[config.mk]
export PLATFORM = sky130hd
export DESIGN_NAME = cmpe_core
export DESIGN_NICKNAME = d
export VERILOG_FILES = /design/src/core/cmpe_pkg.sv /design/src/core/cmpe_core.sv
export VERILOG_INCLUDE_DIRS = /design/src /design/src/core
export SDC_FILE = /design/constraint.sdc
export NUM_CORES = 1
export LEC_CHECK = 0
export ABC_AREA = 0
export BUFFER_PORTS_ARGS = -buffer_cell sky130_fd_sc_hd__buf_4
export CAP_MARGIN = 20
export CORE_UTILIZATION = 50
export DETAILED_ROUTE_END_ITERATION = 8
export PLACE_DENSITY = 0.88
export SLEW_MARGIN = 40
export SYNTH_ARGS = -nofsm -noshare
export SYNTH_HDL_FRONTEND = slang
export SYNTH_SLANG_ARGS = --single-unit
export TNS_END_PERCENT = 1
[constraint.sdc]
create_clock -name clk_in -period 1.4 [get_ports clk_in]
set_clock_uncertainty 0.05 [all_clocks]
set_input_delay 0 -clock clk_in [delete_from_list [all_inputs] [get_ports clk_in]]
set_output_delay 0 -clock clk_in [all_outputs]
set_load 0.02 [all_outputs]
[src/core/cmpe_consts.svh]
// Constants for the comparator edge control block: register addresses,
// field positions and reset values.
// Assumes it is included by its bare name wherever the values are needed.
//
// Overview of operation
// - The comparator runs only while the enable bit is one, and writing zero turns it off.
// - The read-only result bit reads one when the plus input is above the minus input, while the comparator is on.
// - A low-to-high change of the comparator output sets the rising-edge flag.
// - A high-to-low change of the comparator output sets the falling-edge flag.
// - Both edge flags stay set until software writes zero, and hardware never clears them.
// - An interrupt is requested while the rising-edge flag and its enable are both one.
// - An interrupt is requested while the falling-edge flag and its enable are both one.
// - Control bits 3 to 2 choose positive hysteresis of none, 5 mV, 10 mV or 20 mV.
// - Control bits 1 to 0 choose negative hysteresis of none, 5 mV, 10 mV or 20 mV.
// - While the comparator is off, every comparator output to a pin is held low.
// - A latched output is made by registering the decision on the system clock.
// - A raw unregistered output stays valid while the system clock is stopped.
// - Two four-bit input selects pick one of eight pins each, and a set top bit picks none.
// - A two-bit response speed field picks mode 0 fastest to mode 3 slowest, reset to mode 2.
// - The rise and fall interrupt enables sit at mode bits 5 and 4 and reset to zero.

`ifndef CMPE_CONSTS_SVH
`define CMPE_CONSTS_SVH

// Register addresses on the special function register bus.
`define CMPE_ADDR_CTRL 8'h9b
`define CMPE_ADDR_MODE 8'h9d
`define CMPE_ADDR_MUX 8'h9f

// Reset values.
`define CMPE_RST_CTRL 8'h00
`define CMPE_RST_MODE 8'h02
`define CMPE_RST_MUX 8'hff
`define CMPE_RST_SPEED 2'h2
`define CMPE_RST_SEL 4'hf

// Control register fields.
`define CMPE_CTRL_ON_BIT 7
`define CMPE_CTRL_RESULT_BIT 6
`define CMPE_CTRL_RISE_BIT 5
`define CMPE_CTRL_FALL_BIT 4
`define CMPE_CTRL_HYP_HI 3
`define CMPE_CTRL_HYP_LO 2
`define CMPE_CTRL_HYN_HI 1
`define CMPE_CTRL_HYN_LO 0

// Mode register fields.
`define CMPE_MODE_RISE_IE_BIT 5
`define CMPE_MODE_FALL_IE_BIT 4
`define CMPE_MODE_SPEED_HI 1
`define CMPE_MODE_SPEED_LO 0

// Input select register fields; the top bit of each select means none.
`define CMPE_MUX_NEG_HI 7
`define CMPE_MUX_NEG_LO 4
`define CMPE_MUX_POS_HI 3
`define CMPE_MUX_POS_LO 0
`define CMPE_SEL_NONE_BIT 3

// Answer to a read of an address that holds no register here.
`define CMPE_UNMAPPED_DATA 8'h00

`endif

[src/core/cmpe_pkg.sv]
// Types for the comparator edge control block.
// Assumes the constants header sits beside it on the include path.

`include "cmpe_consts.svh"

package cmpe_pkg;

   // One access on the special function register bus.
   typedef struct packed {
      logic [7:0] addr;
      logic wr;
      logic rd;
      logic [7:0] wdata;
   } cmpe_sfr_req_t;

   // Hysteresis amounts, in the encoding of the two-bit fields.
   typedef enum logic [1:0] {
      CMPE_HYST_OFF,
      CMPE_HYST_5MV,
      CMPE_HYST_10MV,
      CMPE_HYST_20MV
   } cmpe_hyst_t;

   // Settings driven to the analog comparator.
   typedef struct packed {
      logic comparator_on;
      cmpe_hyst_t pos_hysteresis_sel;
      cmpe_hyst_t neg_hysteresis_sel;
      logic [1:0] response_speed_sel;
      logic [3:0] plus_input_select;
      logic [3:0] minus_input_select;
      logic plus_input_none;
      logic minus_input_none;
   } cmpe_analog_cfg_t;

   // Entire state of the block.
   typedef struct packed {
      logic comparator_on;
      cmpe_hyst_t pos_hysteresis_sel;
      cmpe_hyst_t neg_hysteresis_sel;
      logic rise_event_flag;
      logic fall_event_flag;
      logic rise_irq_enable;
      logic fall_irq_enable;
      logic [1:0] response_speed_sel;
      logic [3:0] plus_input_select;
      logic [3:0] minus_input_select;
      logic sync_first;
      logic sync_second;
      logic sync_third;
      logic stable_compare;
      logic decided_compare;
      logic [7:0] rdata;
   } cmpe_state_t;

endpackage

[src/core/cmpe_core.sv]
// Digital control and edge event logic of the on-chip voltage comparator.
// Assumes the analog comparator drives raw_compare_in asynchronously and
// that the processor reaches the three registers over its special function
// register bus, with a read answered one clock after the strobe.

`timescale 1ns/10ps

module cmpe_core (
   input wire logic clk_in,
   input wire logic nrst_in,
   input wire logic ce_in,
   input wire cmpe_pkg::cmpe_sfr_req_t sfr_req_in,
   output logic [7:0] sfr_rdata_out,
   input wire logic raw_compare_in,
   output cmpe_pkg::cmpe_analog_cfg_t analog_cfg_out,
   output logic raw_compare_out,
   output logic latched_compare_out,
   output logic irq_out
);

   import cmpe_pkg::*;

   ////////////////////////////////////////////////////////////////////////

   localparam cmpe_state_t STATE_RESET = '{
      comparator_on: 1'b0,
      pos_hysteresis_sel: CMPE_HYST_OFF,
      neg_hysteresis_sel: CMPE_HYST_OFF,
      rise_event_flag: 1'b0,
      fall_event_flag: 1'b0,
      rise_irq_enable: 1'b0,
      fall_irq_enable: 1'b0,
      response_speed_sel: `CMPE_RST_SPEED,
      plus_input_select: `CMPE_RST_SEL,
      minus_input_select: `CMPE_RST_SEL,
      sync_first: 1'b0,
      sync_second: 1'b0,
      sync_third: 1'b0,
      stable_compare: 1'b0,
      decided_compare: 1'b0,
      rdata: 8'h00
   };

   cmpe_state_t state_reg;
   cmpe_state_t state_next;

   logic decision;
   logic rise_seen;
   logic fall_seen;
   logic wr_ctrl;
   logic wr_mode;
   logic wr_mux;
   logic [7:0] ctrl_view;
   logic [7:0] mode_view;
   logic [7:0] mux_view;
   logic [7:0] read_data;

   // Write data split into the fields of the three registers, then next-state values.
   logic wd_on;
   logic wd_rise_flag;
   logic wd_fall_flag;
   cmpe_hyst_t wd_pos_hyst;
   cmpe_hyst_t wd_neg_hyst;
   logic wd_rise_ie;
   logic wd_fall_ie;
   logic [1:0] wd_speed;
   logic [3:0] wd_minus_sel;
   logic [3:0] wd_plus_sel;
   logic sync_first_next;
   logic sync_second_next;
   logic sync_third_next;
   logic stable_next;
   logic rise_flag_next;
   logic fall_flag_next;
   logic [7:0] rdata_next;

   ////////////////////////////////////////////////////////////////////////
   // Register views as software reads them.

   always_comb begin
      ctrl_view = 8'h00;
      ctrl_view[`CMPE_CTRL_ON_BIT] = state_reg.comparator_on;
      ctrl_view[`CMPE_CTRL_RESULT_BIT] = state_reg.decided_compare;
      ctrl_view[`CMPE_CTRL_RISE_BIT] = state_reg.rise_event_flag;
      ctrl_view[`CMPE_CTRL_FALL_BIT] = state_reg.fall_event_flag;
      ctrl_view[`CMPE_CTRL_HYP_HI:`CMPE_CTRL_HYP_LO] =
         state_reg.pos_hysteresis_sel;
      ctrl_view[`CMPE_CTRL_HYN_HI:`CMPE_CTRL_HYN_LO] =
         state_reg.neg_hysteresis_sel;
   end

   always_comb begin
      mode_view = 8'h00;
      mode_view[`CMPE_MODE_RISE_IE_BIT] = state_reg.rise_irq_enable;
      mode_view[`CMPE_MODE_FALL_IE_BIT] = state_reg.fall_irq_enable;
      mode_view[`CMPE_MODE_SPEED_HI:`CMPE_MODE_SPEED_LO] =
         state_reg.response_speed_sel;
   end

   always_comb begin
      mux_view = 8'h00;
      mux_view[`CMPE_MUX_NEG_HI:`CMPE_MUX_NEG_LO] =
         state_reg.minus_input_select;
      mux_view[`CMPE_MUX_POS_HI:`CMPE_MUX_POS_LO] =
         state_reg.plus_input_select;
   end

   ////////////////////////////////////////////////////////////////////////
   // Address decode and read multiplexer.

   assign wr_ctrl = sfr_req_in.wr && (sfr_req_in.addr == `CMPE_ADDR_CTRL);
   assign wr_mode = sfr_req_in.wr && (sfr_req_in.addr == `CMPE_ADDR_MODE);
   assign wr_mux = sfr_req_in.wr && (sfr_req_in.addr == `CMPE_ADDR_MUX);

   always_comb begin
      case (sfr_req_in.addr)
         `CMPE_ADDR_CTRL: begin
            read_data = ctrl_view;
         end
         `CMPE_ADDR_MODE: begin
            read_data = mode_view;
         end
         `CMPE_ADDR_MUX: begin
            read_data = mux_view;
         end
         default: begin
            read_data = `CMPE_UNMAPPED_DATA;
         end
      endcase
   end

   ////////////////////////////////////////////////////////////////////////
   // Write data fields.

   assign wd_on = sfr_req_in.wdata[`CMPE_CTRL_ON_BIT];
   assign wd_rise_flag = sfr_req_in.wdata[`CMPE_CTRL_RISE_BIT];
   assign wd_fall_flag = sfr_req_in.wdata[`CMPE_CTRL_FALL_BIT];
   assign wd_pos_hyst = cmpe_hyst_t'(
      sfr_req_in.wdata[`CMPE_CTRL_HYP_HI:`CMPE_CTRL_HYP_LO]);
   assign wd_neg_hyst = cmpe_hyst_t'(
      sfr_req_in.wdata[`CMPE_CTRL_HYN_HI:`CMPE_CTRL_HYN_LO]);
   assign wd_rise_ie = sfr_req_in.wdata[`CMPE_MODE_RISE_IE_BIT];
   assign wd_fall_ie = sfr_req_in.wdata[`CMPE_MODE_FALL_IE_BIT];
   assign wd_speed =
      sfr_req_in.wdata[`CMPE_MODE_SPEED_HI:`CMPE_MODE_SPEED_LO];
   assign wd_minus_sel =
      sfr_req_in.wdata[`CMPE_MUX_NEG_HI:`CMPE_MUX_NEG_LO];
   assign wd_plus_sel =
      sfr_req_in.wdata[`CMPE_MUX_POS_HI:`CMPE_MUX_POS_LO];

   ////////////////////////////////////////////////////////////////////////
   // Synchroniser and decision.

   // three-stage input synchroniser
   // A change counts only once the second and third stages agree, which
   // drops a one-cycle glitch near the switching threshold.
   always_comb begin
      sync_first_next = raw_compare_in;
      sync_second_next = state_reg.sync_first;
      sync_third_next = state_reg.sync_second;
      stable_next = state_reg.stable_compare;
      if (state_reg.sync_second == state_reg.sync_third) begin
         stable_next = state_reg.sync_third;
      end
   end

   assign decision = state_reg.comparator_on & state_reg.stable_compare;

   assign rise_seen = decision & ~state_reg.decided_compare;
   assign fall_seen = ~decision & state_reg.decided_compare;

   ////////////////////////////////////////////////////////////////////////
   // Edge event flags.

   // flags hold until software writes
   // A hardware edge beats a clearing write in the same cycle, so an event
   // that lands on the clear is never lost; software sees it next read.
   always_comb begin
      rise_flag_next = state_reg.rise_event_flag;
      fall_flag_next = state_reg.fall_event_flag;
      if (wr_ctrl) begin
         rise_flag_next = wd_rise_flag;
         fall_flag_next = wd_fall_flag;
      end
      if (rise_seen) begin
         rise_flag_next = 1'b1;
      end
      if (fall_seen) begin
         fall_flag_next = 1'b1;
      end
   end

   ////////////////////////////////////////////////////////////////////////
   // Read data capture.

   // Read data is captured at the strobe and held until the next read,
   // so a slow bus master may sample it late.
   always_comb begin
      rdata_next = state_reg.rdata;
      if (sfr_req_in.rd) begin
         rdata_next = read_data;
      end
   end

   ////////////////////////////////////////////////////////////////////////
   // Next state.

   always_comb begin
      state_next = state_reg;
      // Everything, the synchroniser included, holds while ce_in is low.
      if (ce_in) begin
         state_next.sync_first = sync_first_next;
         state_next.sync_second = sync_second_next;
         state_next.sync_third = sync_third_next;
         state_next.stable_compare = stable_next;
         state_next.decided_compare = decision;
         state_next.rise_event_flag = rise_flag_next;
         state_next.fall_event_flag = fall_flag_next;

         if (wr_ctrl) begin
            state_next.comparator_on = wd_on;
            state_next.pos_hysteresis_sel = wd_pos_hyst;
            state_next.neg_hysteresis_sel = wd_neg_hyst;
         end

         if (wr_mode) begin
            state_next.rise_irq_enable = wd_rise_ie;
            state_next.fall_irq_enable = wd_fall_ie;
            state_next.response_speed_sel = wd_speed;
         end

         if (wr_mux) begin
            state_next.minus_input_select = wd_minus_sel;
            state_next.plus_input_select = wd_plus_sel;
         end

         state_next.rdata = rdata_next;
      end
   end

   ////////////////////////////////////////////////////////////////////////
   // State register.

   always_ff @(posedge clk_in or negedge nrst_in) begin
      if (!nrst_in) begin
         state_reg <= STATE_RESET;
      end else begin
         state_reg <= state_next;
      end
   end

   ////////////////////////////////////////////////////////////////////////
   // Outputs.

   assign sfr_rdata_out = state_reg.rdata;

   // The raw output bypasses the synchroniser on purpose, so it may
   // chatter while the inputs sit at the threshold; a pin that needs a
   // clean level should take the latched output instead.
   // raw output needs no clock
   assign raw_compare_out = state_reg.comparator_on & raw_compare_in;

   assign latched_compare_out =
      state_reg.comparator_on & state_reg.decided_compare;

   // The request is a level that stays up until software clears the flag
   // or its enable, so a slow interrupt controller cannot lose an event.
   // rising and falling interrupt request
   assign irq_out =
      (state_reg.rise_event_flag & state_reg.rise_irq_enable) |
      (state_reg.fall_event_flag & state_reg.fall_irq_enable);

   always_comb begin
      analog_cfg_out.comparator_on = state_reg.comparator_on;
      analog_cfg_out.pos_hysteresis_sel = state_reg.pos_hysteresis_sel;
      analog_cfg_out.neg_hysteresis_sel = state_reg.neg_hysteresis_sel;
      analog_cfg_out.response_speed_sel = state_reg.response_speed_sel;
      analog_cfg_out.plus_input_select = state_reg.plus_input_select;
      analog_cfg_out.minus_input_select = state_reg.minus_input_select;
      analog_cfg_out.plus_input_none =
         state_reg.plus_input_select[`CMPE_SEL_NONE_BIT];
      analog_cfg_out.minus_input_none =
         state_reg.minus_input_select[`CMPE_SEL_NONE_BIT];
   end

endmodule

; ---- Yosys cells after proc, flatten, opt, wreduce, memory -nomap -nowiden
; Index checks and enable logic that the tools add are counted.
; W data, S select, Z words.
[op_classes]
n_eq_ne = 4
shift = 0
magnitude_cmp = 0
muxes = 5
addsub = 0
mul = 0
bitwise = 10
reduce_logical = 12
n_div = 0
[ops]
columns = operator, n
row1 = $eq A8 B8 Y1 const B, 3
row2 = $pmux W8 S3, 1
row3 = $reduce_and A2 Y1, 7
row4 = $and A1 B1 Y1, 7
row5 = $mux W1, 4
row6 = $reduce_bool A2 Y1, 2
row7 = $logic_and A1 B1 Y1, 3
row8 = $not A1 Y1, 2
row9 = $eq A1 B1 Y1, 1
row10 = $or A1 B1 Y1, 1
[totals]
input_bits = 22
memories = 0
wordCells = 47
out_inout_bits = 28
latch_bits = 0
ramBits = 0
rom_bits = 0
ff_bits = 32

; ---- Logic depth before layout (Yosys ltp)
; Gate-level depths: netlist (run 1).
[logic_depth]
word_depth = 5
mapped_depth = 5
mapped_depth_nobuf = 3

; ---- Worst setup path after synthesis (run 1)
; OpenSTA, ideal clock, no wires.
[synth_path]
path_kind = reg-to-reg
from = register state_reg, in the netlist analog_cfg_out[13]
to = register state_reg, in the netlist sfr_rdata_out[1]
stages_incl_launch_ff = 4
slack_ps = 237
period_less_slack_ps = 1163
arrival_ps = 992
setup_ps = 121
n_path_buf = 0
t_required_ps = 1229
cell_sequence = dfrtp_1 > mux2_2 > a22o_1 > a22o_1
[synth_via]
elab_chain_len = 1
[synth_lines]
columns = element, line_no
row1 = from (decl), cmpe_core.sv:44  ; cmpe_state_t state_reg;
row2 = from (signal assigned), cmpe_core.sv:248  ; state_reg <= state_next;
row3 = $pmux W8 S3, cmpe_core.sv:116  ; case (sfr_req_in.addr)
; No other way between the ends.
; A chain may end at the register's enable or synchronous reset.

==> impl_results.md, run 1 <==
* Result of the run: finished clean
* Dominant cell type by area after synthesis: sky130_fd_sc_hd__dfrtp_1
* Max FO, Critical Path at 2
* Number of violations reported at the end of detailed-routing iteration 0 at 55
* Overall die width at 60.2 um
* Largest net degree at the start of global routing at 33
* Buf+Inv Stages, Crit Path at 1
* Initial Util at 54.1%
* Antenna violation net count after detailed routing at 0
* Cell area after technology mapping at 1690 um2
* Max FFs per register at 15
* Final non-filler cell total at 228
* Hold Violations, Final at 0
* Remaining DRCs at 0
* Int Pwr at 1300 uW
* Total power of the final layout at 1760 uW
* Type of the worst min-delay path: input pin to flip-flop
* Routed via count divided by cell count at 5.27
* Critical path data arrival time at 1.53 ns
* Source-to-sink clock delay at the later pin of the worst-skew pair at 0.34 ns
* Synthesis Warnings at 0
* Leading post-synthesis cells by cell area: sky130_fd_sc_hd__dfrtp_1 34%, sky130_fd_sc_hd__mux2_2 16%, sky130_fd_sc_hd__dfstp_2 14%
* Max-cap check violation count at 0
* Family of cells with the greatest summed delay on the critical path: buffers and inverters
* Sequential share of power at 56.8%
* Required time at the endpoint of the critical path at 1.57 ns
* Share of the clock period used by the worst path at 96.7%
* Remaining max-slew budget at the tightest pin at 67.2%
* Final setup viols at 0
* Total wire length at 3680 um
* Number of core rows at 20
* Kind of end point of the critical path: flip-flop
* Share of cells above drive strength 1 at 53.3%
* Num Clock Sinks at 32
* Count of pins over their slew limit at 0
* Root Driver: sky130_fd_sc_hd__clkbuf_4
* Worst voltage drop across the vdd grid at 614 uV
* Fillers at 269
* Library cell with the highest instance count after synthesis: sky130_fd_sc_hd__buf_4
* Area of the multi-input gates at 657 um2
* Total clock buffers created by CTS at 5
* Reg area at 812 um2
* Number of antenna violations at the first check in global routing at 0
* Die span in y at 60.2 um
* Number of detailed-route iterations in the first pass at 4
* Power density relative to cell area at 832 nW/um2
* Routed wirelength normalized by instance count at 16.1 um
* Final estimated routing congestion in global placement at 0.855
* Core box area at 3130 um2
* Post-synth EDFFs at 0
* Shortest period the worst path allows at 1.35 ns
* Net count, final at 205
* Number of H-tree branching levels at 2
* Total via count after detailed routing at 1202
* Mapped Nets at 160
* Element type at the critical path start: flip-flop
* Clock network power share at 28.3%
* First-pass GRT wire length at 5820 um
* TritonCTS clock tree: yes
* Highest attainable clock frequency at 0.739 GHz
* Critical setup path kind: flip-flop to flip-flop
* Clock Tree Buf Depth at 2
* Switching share of power at 26.1%
* Die outline area at 3620 um2
* Share of the core filled with cells in the final layout at 67.8%
* Antenna Diode Count at 0
* Distinct cells, synth at 28
* I/O Buffers at 49
* Clock-pin transition on the worst setup and hold timing paths at 0.09 ns
* Leak pwr at 0.00104 uW
* Unrepaired setup endpoints after global routing: no
* Worst Max-Slew Pin Slew at 0.488 ns
* Share of the synthesized area in the top cell type at 34.0%
* All-Layer GR Usage at 23.0%
* Final global-route overflow total at 0
* Number of register bits inferred by synthesis at 32
* Detailed placement HPWL at 2570 um
* Fin Setup TNS at 0 ns
* Number of primary I/O pins at 50
* Synthesis-to-finish area growth at 25.4%
* Gate count after technology mapping at 138
* Stage delay of the slowest cell on the critical path at 0.55 ns
* Post-synthesis sequential area ratio at 48.0%
* Leading post-synthesis cells by instance count: 27 x sky130_fd_sc_hd__buf_4, 24 x sky130_fd_sc_hd__mux2_2, 23 x sky130_fd_sc_hd__dfrtp_1, 9 x sky130_fd_sc_hd__a22o_1, 9 x sky130_fd_sc_hd__dfstp_2
* Power spent charging and discharging nets at 460 uW
* Worst-path cell with the longest stage delay: sky130_fd_sc_hd__dlygate4sd3_1
* # Post-CTS Setup Buffers at 0
* Number of placed instances, taps included at 207
* Cell Chain, Critical Path: mux2_2 > dlygate4sd3_1
* Top_reg_cell synth: sky130_fd_sc_hd__dfrtp_1
* Share of total power in combinational logic at 14.9%
* Mean instance size in the synthesized netlist at 12.3 um2
* Fraction of synthesis flops using an asynchronous set or reset pin at 100%
* Number of global-route vias before repair at 1260
what timing repair did:
item / 4_1_cts / 5_1_grt
endpoints found under the setup margin: 0 / 0
resized for setup: 0 / 0
hold buffers: 13 / 0
hold endpoints to repair: 56 / 0
layout by cell type (no fill, tap or decap):
master,count
sky130_fd_sc_hd__a21oi_1,2
sky130_fd_sc_hd__a22o_1,9
sky130_fd_sc_hd__and2_1,2
sky130_fd_sc_hd__and2b_1,1
sky130_fd_sc_hd__and3_1,2
sky130_fd_sc_hd__and3b_1,1
sky130_fd_sc_hd__and4bb_2,1
sky130_fd_sc_hd__buf_4,54
sky130_fd_sc_hd__clkbuf_1,2
sky130_fd_sc_hd__clkbuf_4,5
sky130_fd_sc_hd__clkinv_2,1
sky130_fd_sc_hd__dfrtp_1,23
sky130_fd_sc_hd__dfstp_2,9
sky130_fd_sc_hd__dlygate4sd3_1,13
sky130_fd_sc_hd__inv_1,3
sky130_fd_sc_hd__mux2_2,24
sky130_fd_sc_hd__mux2i_1,4
sky130_fd_sc_hd__nand2_1,8
sky130_fd_sc_hd__nand2b_1,1
sky130_fd_sc_hd__nand3_1,3
sky130_fd_sc_hd__nand3_2,1
sky130_fd_sc_hd__nand4_1,3
sky130_fd_sc_hd__nand4bb_4,1
sky130_fd_sc_hd__nor2_1,1
sky130_fd_sc_hd__nor3_1,1
sky130_fd_sc_hd__nor3_4,1
sky130_fd_sc_hd__nor4_4,1
sky130_fd_sc_hd__o211ai_1,2
sky130_fd_sc_hd__o21ai_0,1
sky130_fd_sc_hd__o31ai_1,4
worst reg2reg max path, cell delays in order (launching register included):
cell and delay, ns:
sky130_fd_sc_hd__dfrtp_1 0.39, sky130_fd_sc_hd__mux2_2 0.26, sky130_fd_sc_hd__dlygate4sd3_1 0.55
cell type report:
| type | count | share of cell area, % |
|---|---|---|
| clock buffers | 7 | 2.12 |
| flip-flops and latches | 32 | 38.3 |
| well taps | 44 | 2.60 |
| inverters | 3 | 0.531 |
| repair buffers | 67 | 25.3 |
| clock inverters | 1 | 0.236 |
| multi-input cells | 74 | 31.0 |
final timing paths:
kind,start,to,slack [ns],cells past startpoint
max,sync_second_next,sync_second_next,0.05,2
min reg2reg,sfr_rdata_out[3],sfr_rdata_out[3],0.44,2
max reg2reg,sync_second_next,sync_second_next,0.05,2
min in group asynchronous,nrst_in,sync_third_next,0.07,2
max in group asynchronous,nrst_in,analog_cfg_out[0],0.89,2
min,sfr_req_in[11],sfr_rdata_out[4],0.04,3
stage by stage:
stage                     hold WS (ns)  instance area [um2]  setup WS (ns)
after global placement          -0.102                 1940          0.110
after CTS                       0.0252                 2120         0.0485
final                           0.0408                 2120         0.0461
after floorplan                 -0.346                 1690          0.237
after detailed placement       -0.0893                 1940         0.0637
after global routing            0.0315                 2120       0.000709
power groups by stage:
stage	Combinational (uW)	Clock (uW)	Sequential, uW
6_report	263	499	1000
3_3_place_gp	224	0	1020
2_1_floorplan	134	0	1010
3_5_place_dp	232	0	1020
4_1_cts	263	517	1000
5_1_grt	284	565	1010
logic make-up (layout without fill, tap and decap cells):
group / count (synthesis) / after routing / synth area share [%]
buf+inv: 32 / 78 / 13.2
simple gates: 28 / 28 / 12.3
flops: 32 / 32 / 48.0
mux: 28 / 28 / 18.3
compound gates: 18 / 18 / 8.21
per-layer routing:
metal	vias to the layer above	track usage, %	wire [um]
met5	-	0	0
met4	0	10.3	123
met3	13	7.79	189
met2	41	38.8	1870
met1	584	26.1	1500
li1	564	-	-
Power figures use the tool's default switching activity.
==> run 2: changes to the inputs <==
- PLACE_DENSITY: 0.88 -> 0.87
==> impl_results.md, run 2 (synthesized netlist as in run 1, its figures left out) <==
* Result of the run: finished clean
* Final global-route overflow total at 0
* Max FFs per register at 15
* Detailed placement HPWL at 2650 um
* Largest net degree at the start of global routing at 33
* Hold Violations, Final at 0
* Num Clock Sinks at 32
* Remaining DRCs at 0
* Number of primary I/O pins at 50
* Root Driver: sky130_fd_sc_hd__clkbuf_4
* Net count, final at 204
* Share of the clock period used by the worst path at 97.6%
* Clock-pin transition on the worst setup and hold timing paths at 0.10 ns
* Core box area at 3130 um2
* # Post-CTS Setup Buffers at 0
* First-pass GRT wire length at 5920 um
* Final hold slack at 0.00363 ns
* Kind of end point of the critical path: flip-flop
* Antenna violation net count after detailed routing at 0
* Clock network power share at 35.3%
* Metal2 WL at 1960 um
* Synthesis-to-finish area growth at 26.5%
* Power spent charging and discharging nets at 475 uW
* Number of global-route vias before repair at 1239
* Initial Util at 54.1%
* I/O Buffers at 49
* Share of cells above drive strength 1 at 53.6%
* Count of pins over their slew limit at 0
* Share of total power in combinational logic at 13.5%
* TritonCTS clock tree: yes
* Shortest period the worst path allows at 1.37 ns
* Critical setup path kind: flip-flop to flip-flop
* Power density relative to cell area at 916 nW/um2
* Sequential share of power at 51.2%
* Final non-filler cell total at 227
* Sum of routed wire segments on met1 at 1450 um
* Most frequent standard cell in the layout excluding fill and tap cells: sky130_fd_sc_hd__buf_4
* Total clock buffers created by CTS at 5
* Number of core rows at 20
* Type of the worst min-delay path: input pin to flip-flop
* Routed wirelength normalized by instance count at 16.2 um
* Required time at the endpoint of the critical path at 1.58 ns
* Worst Max-Slew Pin Slew at 0.504 ns
* Highest attainable clock frequency at 0.732 GHz
* DR WL met3 at 165 um
* Source-to-sink clock delay at the later pin of the worst-skew pair at 0.34 ns
* Leading cell types in the layout, fill and taps excluded: 53 x sky130_fd_sc_hd__buf_4, 24 x sky130_fd_sc_hd__mux2_2, 23 x sky130_fd_sc_hd__dfrtp_1, 13 x sky130_fd_sc_hd__dlygate4sd3_1
* Fin Setup TNS at 0 ns
* Highest metal used: met4
* Die span in y at 60.2 um
* Leak pwr at 0.00104 uW
* Max-cap check violation count at 0
* Number of violations reported at the end of detailed-routing iteration 0 at 44
* Clock Tree Buf Depth at 2
* Max FO, Critical Path at 2
* Critical path data arrival time at 1.55 ns
* Total via count after detailed routing at 1203
* Die outline area at 3620 um2
* Antenna Diode Count at 0
* Post-CTS Resized at 0
* Final estimated routing congestion in global placement at 0.876
* Number of detailed-route iterations in the first pass at 4
* Element type at the critical path start: flip-flop
* Int Pwr at 1480 uW
* Total wire length at 3670 um
* All-Layer GR Usage at 23.1%
* Unrepaired setup endpoints after global routing: no
* Routed via count divided by cell count at 5.30
* Worst voltage drop across the vdd grid at 793 uV
* Remaining max-slew budget at the tightest pin at 66.1%
* Number of placed instances, taps included at 206
* Overall die width at 60.2 um
* Final setup viols at 0
* Number of antenna violations at the first check in global routing at 0
* Switching share of power at 24.3%
* Number of H-tree branching levels at 2
run 2: cell types whose count changed in the layout (fill, tap and decap cells not counted), sizes merged:
cell and change:
buf -1, bufinv +1, clkbuf -1
run 2: repair_timing:
| action | 4_1_cts | 5_1_grt |
|---|---|---|
| setup endpoints to repair | 0 | 0 |
| endpoints found under the hold margin | 55 | 0 |
| hold buffers | 13 | 0 |
run 2: path summary, 6_finish.rpt:
check,from,end,slack [ns],cells past startpoint
min in group asynchronous,nrst_in,sfr_rdata_out[0],0.07,2
setup / recovery,sync_second_next,sync_second_next,0.03,2
hold reg to reg,sfr_rdata_out[2],sfr_rdata_out[2],0.45,2
setup reg to reg,sync_second_next,sync_second_next,0.03,2
hold / removal,ce_in,state_reg[9],0.004,4
max in group asynchronous,nrst_in,analog_cfg_out[3],0.89,2
run 2: worst max-delay path, stage by stage, from the launching register on:
cell and delay (ns):
sky130_fd_sc_hd__dfrtp_1 0.39, sky130_fd_sc_hd__mux2_2 0.26, sky130_fd_sc_hd__dlygate4sd3_1 0.56
run 2: area by class of cell:
| cell class | count | area [um2] |
|---|---|---|
| sequential | 32 | 812 |
| fill | 253 | 988 |
| tap | 44 | 55.1 |
| multi-input combinational | 74 | 657 |
| inverter | 3 | 11.3 |
| clock inverter | 2 | 35.0 |
| timing repair buffer | 66 | 528 |
| clock buffer | 6 | 41.3 |
run 2: power groups by stage:
stage / clock (uW) / sequential (uW) / combinational, uW
detailed placement: 0 / 1020 / 234
global route: 736 / 1010 / 288
CTS: 705 / 1000 / 266
finish: 691 / 1000 / 265
floorplan: 0 / 1010 / 134
global placement: 0 / 1020 / 224
run 2: per-layer routing:
metal | vias up | global-route usage (%)
met4 | 0 | 12.0
met3 | 11 | 4.55
met5 | - | 0
li1 | 561 | -
met1 | 591 | 26.1
met2 | 40 | 40.8
run 2: stage by stage:
step / setup WS [ns] / area, um2 / power (uW) / util (%)
CTS: 0.0586 / 2140 / 1970 / 68.4
floorplan: 0.237 / 1690 / 1140 / -
finish: 0.0338 / 2140 / 1960 / 68.4
global placement: 0.0867 / 1930 / 1240 / 61.8
global route: 0.0141 / 2140 / 2030 / 68.4
detailed placement: 0.0555 / 1930 / 1250 / 61.8
==> run 3: changes to the inputs <==
- BUFFER_PORTS_ARGS: -buffer_cell sky130_fd_sc_hd__buf_4 -> default
- DONT_BUFFER_PORTS: default -> 1
- PLACE_DENSITY: 0.87 -> 0.74
==> impl_results.md, run 3 (synthesized netlist as in run 1, its figures left out) <==
* All-Layer GR Usage at 20.1%
* Worst-path cell with the longest stage delay: sky130_fd_sc_hd__dlygate4sd3_1
* Critical path data arrival time at 1.55 ns
* Reg-to-reg critical path endpoint: sfr_rdata_out[1]
* Number of primary I/O pins at 50
* Worst r2r path cells at 3
* Total clock buffers created by CTS at 5
* Final estimated routing congestion in global placement at 0.835
* Num Clock Sinks at 32
* Pre-CTS setup slack at 0.123 ns
* Worst setup slack after layout at 0.0715 ns
* Remaining DRCs at 0
* Shortest period the worst path allows at 1.33 ns
* Share of the clock period used by the worst path at 94.9%
* Startpoint of the most critical setup path: ce_in
* Net count, final at 159
* First-pass GRT wire length at 5130 um
* Hold Violations, Final at 0
* Number of antenna violations at the first check in global routing at 0
* Root Driver: sky130_fd_sc_hd__clkbuf_4
* Clock Tree Buf Depth at 2
* Result of the run: finished clean
* Number of violations reported at the end of detailed-routing iteration 0 at 27
* Final setup viols at 0
* Die span in y at 60.2 um
* Total wire length at 3210 um
* Fin Setup TNS at 0 ns
* Synthesis-to-finish area growth at 6.73%
* Unrepaired setup endpoints after global routing: no
* I/O Buffers at 0
* Power density relative to cell area at 982 nW/um2
* Number of detailed-route iterations in the first pass at 4
* Overall die width at 60.2 um
* Routed via count divided by cell count at 5.76
* Core box area at 3130 um2
* Largest net degree at the start of global routing at 33
* # Post-CTS Setup Buffers at 0
* Clock-pin transition on the worst setup and hold timing paths at 0.10 ns
* Most frequent standard cell in the layout excluding fill and tap cells: sky130_fd_sc_hd__mux2_2
* Remaining max-slew budget at the tightest pin at 62.9%
* Total via count after detailed routing at 1043
* Share of cells above drive strength 1 at 38.0%
* Stage delay of the slowest cell on the critical path at 0.76 ns
* Required time at the endpoint of the critical path at 1.63 ns
* Kind of end point of the critical path: flip-flop
* Max-cap check violation count at 0
* Leak pwr at 0.000811 uW
* Post-route cell area at 1810 um2
* Source-to-sink clock delay at the later pin of the worst-skew pair at 0.33 ns
* Worst Max-Slew Pin Slew at 0.552 ns
* Type of the worst min-delay path: input pin to flip-flop
* Initial Util at 54.1%
* Number of core rows at 20
* Highest attainable clock frequency at 0.753 GHz
* Placement-stage cell area at 1580 um2
* Antenna Diode Count at 0
* Max FO, Critical Path at 10
* Fillers at 253
* Leading cell types in the layout, fill and taps excluded: 24 x sky130_fd_sc_hd__mux2_2, 23 x sky130_fd_sc_hd__dfrtp_1, 14 x sky130_fd_sc_hd__dlygate4sd3_1, 9 x sky130_fd_sc_hd__a22o_1, 9 x sky130_fd_sc_hd__dfstp_2
* Beginning of the worst register-to-register path: analog_cfg_out[7]
* Antenna violation net count after detailed routing at 0
* Cell Chain, Critical Path: dlygate4sd3_1 > nand2_1 > nor3_1 > a22o_1
* TritonCTS clock tree: yes
* Critical setup path kind: input pin to flip-flop
* FF-to-FF setup slack at 0.16 ns
* Max FFs per register at 15
* Final hold slack at 0.0125 ns
* Element type at the critical path start: input pin
* Final global-route overflow total at 0
* Number of H-tree branching levels at 2
* Die outline area at 3620 um2
* Count of pins over their slew limit at 0
* Worst voltage drop across the vdd grid at 324 uV
* Endpoint of the worst setup timing path: sfr_rdata_out[0]
* Number of global-route vias before repair at 1131
* Routed wirelength normalized by instance count at 17.8 um
* Detailed placement HPWL at 2240 um
## run 3: critical path, delay by kind of cell
kind | cells | cell delay (ns)
buffers and inverters | 1 | 0.76
AOI/OAI and AO/OA | 1 | 0.21
and+or+nand+nor | 2 | 0.57
## run 3: layer usage
metal | vias up | share of wire [%] | track usage (%)
met5 | - | 0 | 0
li1 | 465 | - | -
met1 | 526 | 42 | 22.7
met3 | 9 | 6.9 | 7.14
met4 | 0 | 2.2 | 12.0
met2 | 43 | 49 | 32.3
## run 3: layout make-up
type,count,area (um2),area share (%)
Sequential cell,32,812,45.0
Multi-Input combinational cell,74,657,36.4
Timing Repair Buffer,21,205,11.4
Clock buffer,7,65.1,3.60
Tap cell,44,55.1,3.05
Inverter,3,11.3,0.624
## run 3: what timing repair did
action / in CTS / in global routing
gates resized for setup: 0 / 0
setup endpoints to repair: 0 / 0
hold endpoints to repair: 64 / 0
hold buffers: 15 / 0
## run 3: worst min-delay path by stage
stage                    from            endpoint  slack, ns  cells past startpoint
2_1_floorplan         nrst_in  analog_cfg_out[10]      -0.35                      0
3_3_place_gp          nrst_in    sfr_rdata_out[0]      -0.34                      0
3_5_place_dp          nrst_in    sfr_rdata_out[1]      -0.34                      0
4_1_cts        sfr_req_in[12]    sfr_rdata_out[5]      0.003                      3
5_1_grt        sfr_req_in[12]    sfr_rdata_out[5]       0.02                      3
6_report       sfr_req_in[12]    sfr_rdata_out[5]       0.01                      3
## run 3: stage by stage
step	total power [uW]	instances	util [%]
4_1_cts	1790	181	57.7
2_1_floorplan	1140	138	-
3_3_place_gp	1130	159	50.5
6_report	1770	181	57.7
3_5_place_dp	1140	159	50.5
5_1_grt	1850	181	57.7
## run 3: where the power goes
group | internal (uW) | leakage [uW] | total (uW) | switching [uW]
clock | 284 | 0.0000374 | 581 | 296
combinational | 93.8 | 0.000378 | 180 | 86.3
sequential | 968 | 0.000396 | 1010 | 44.4
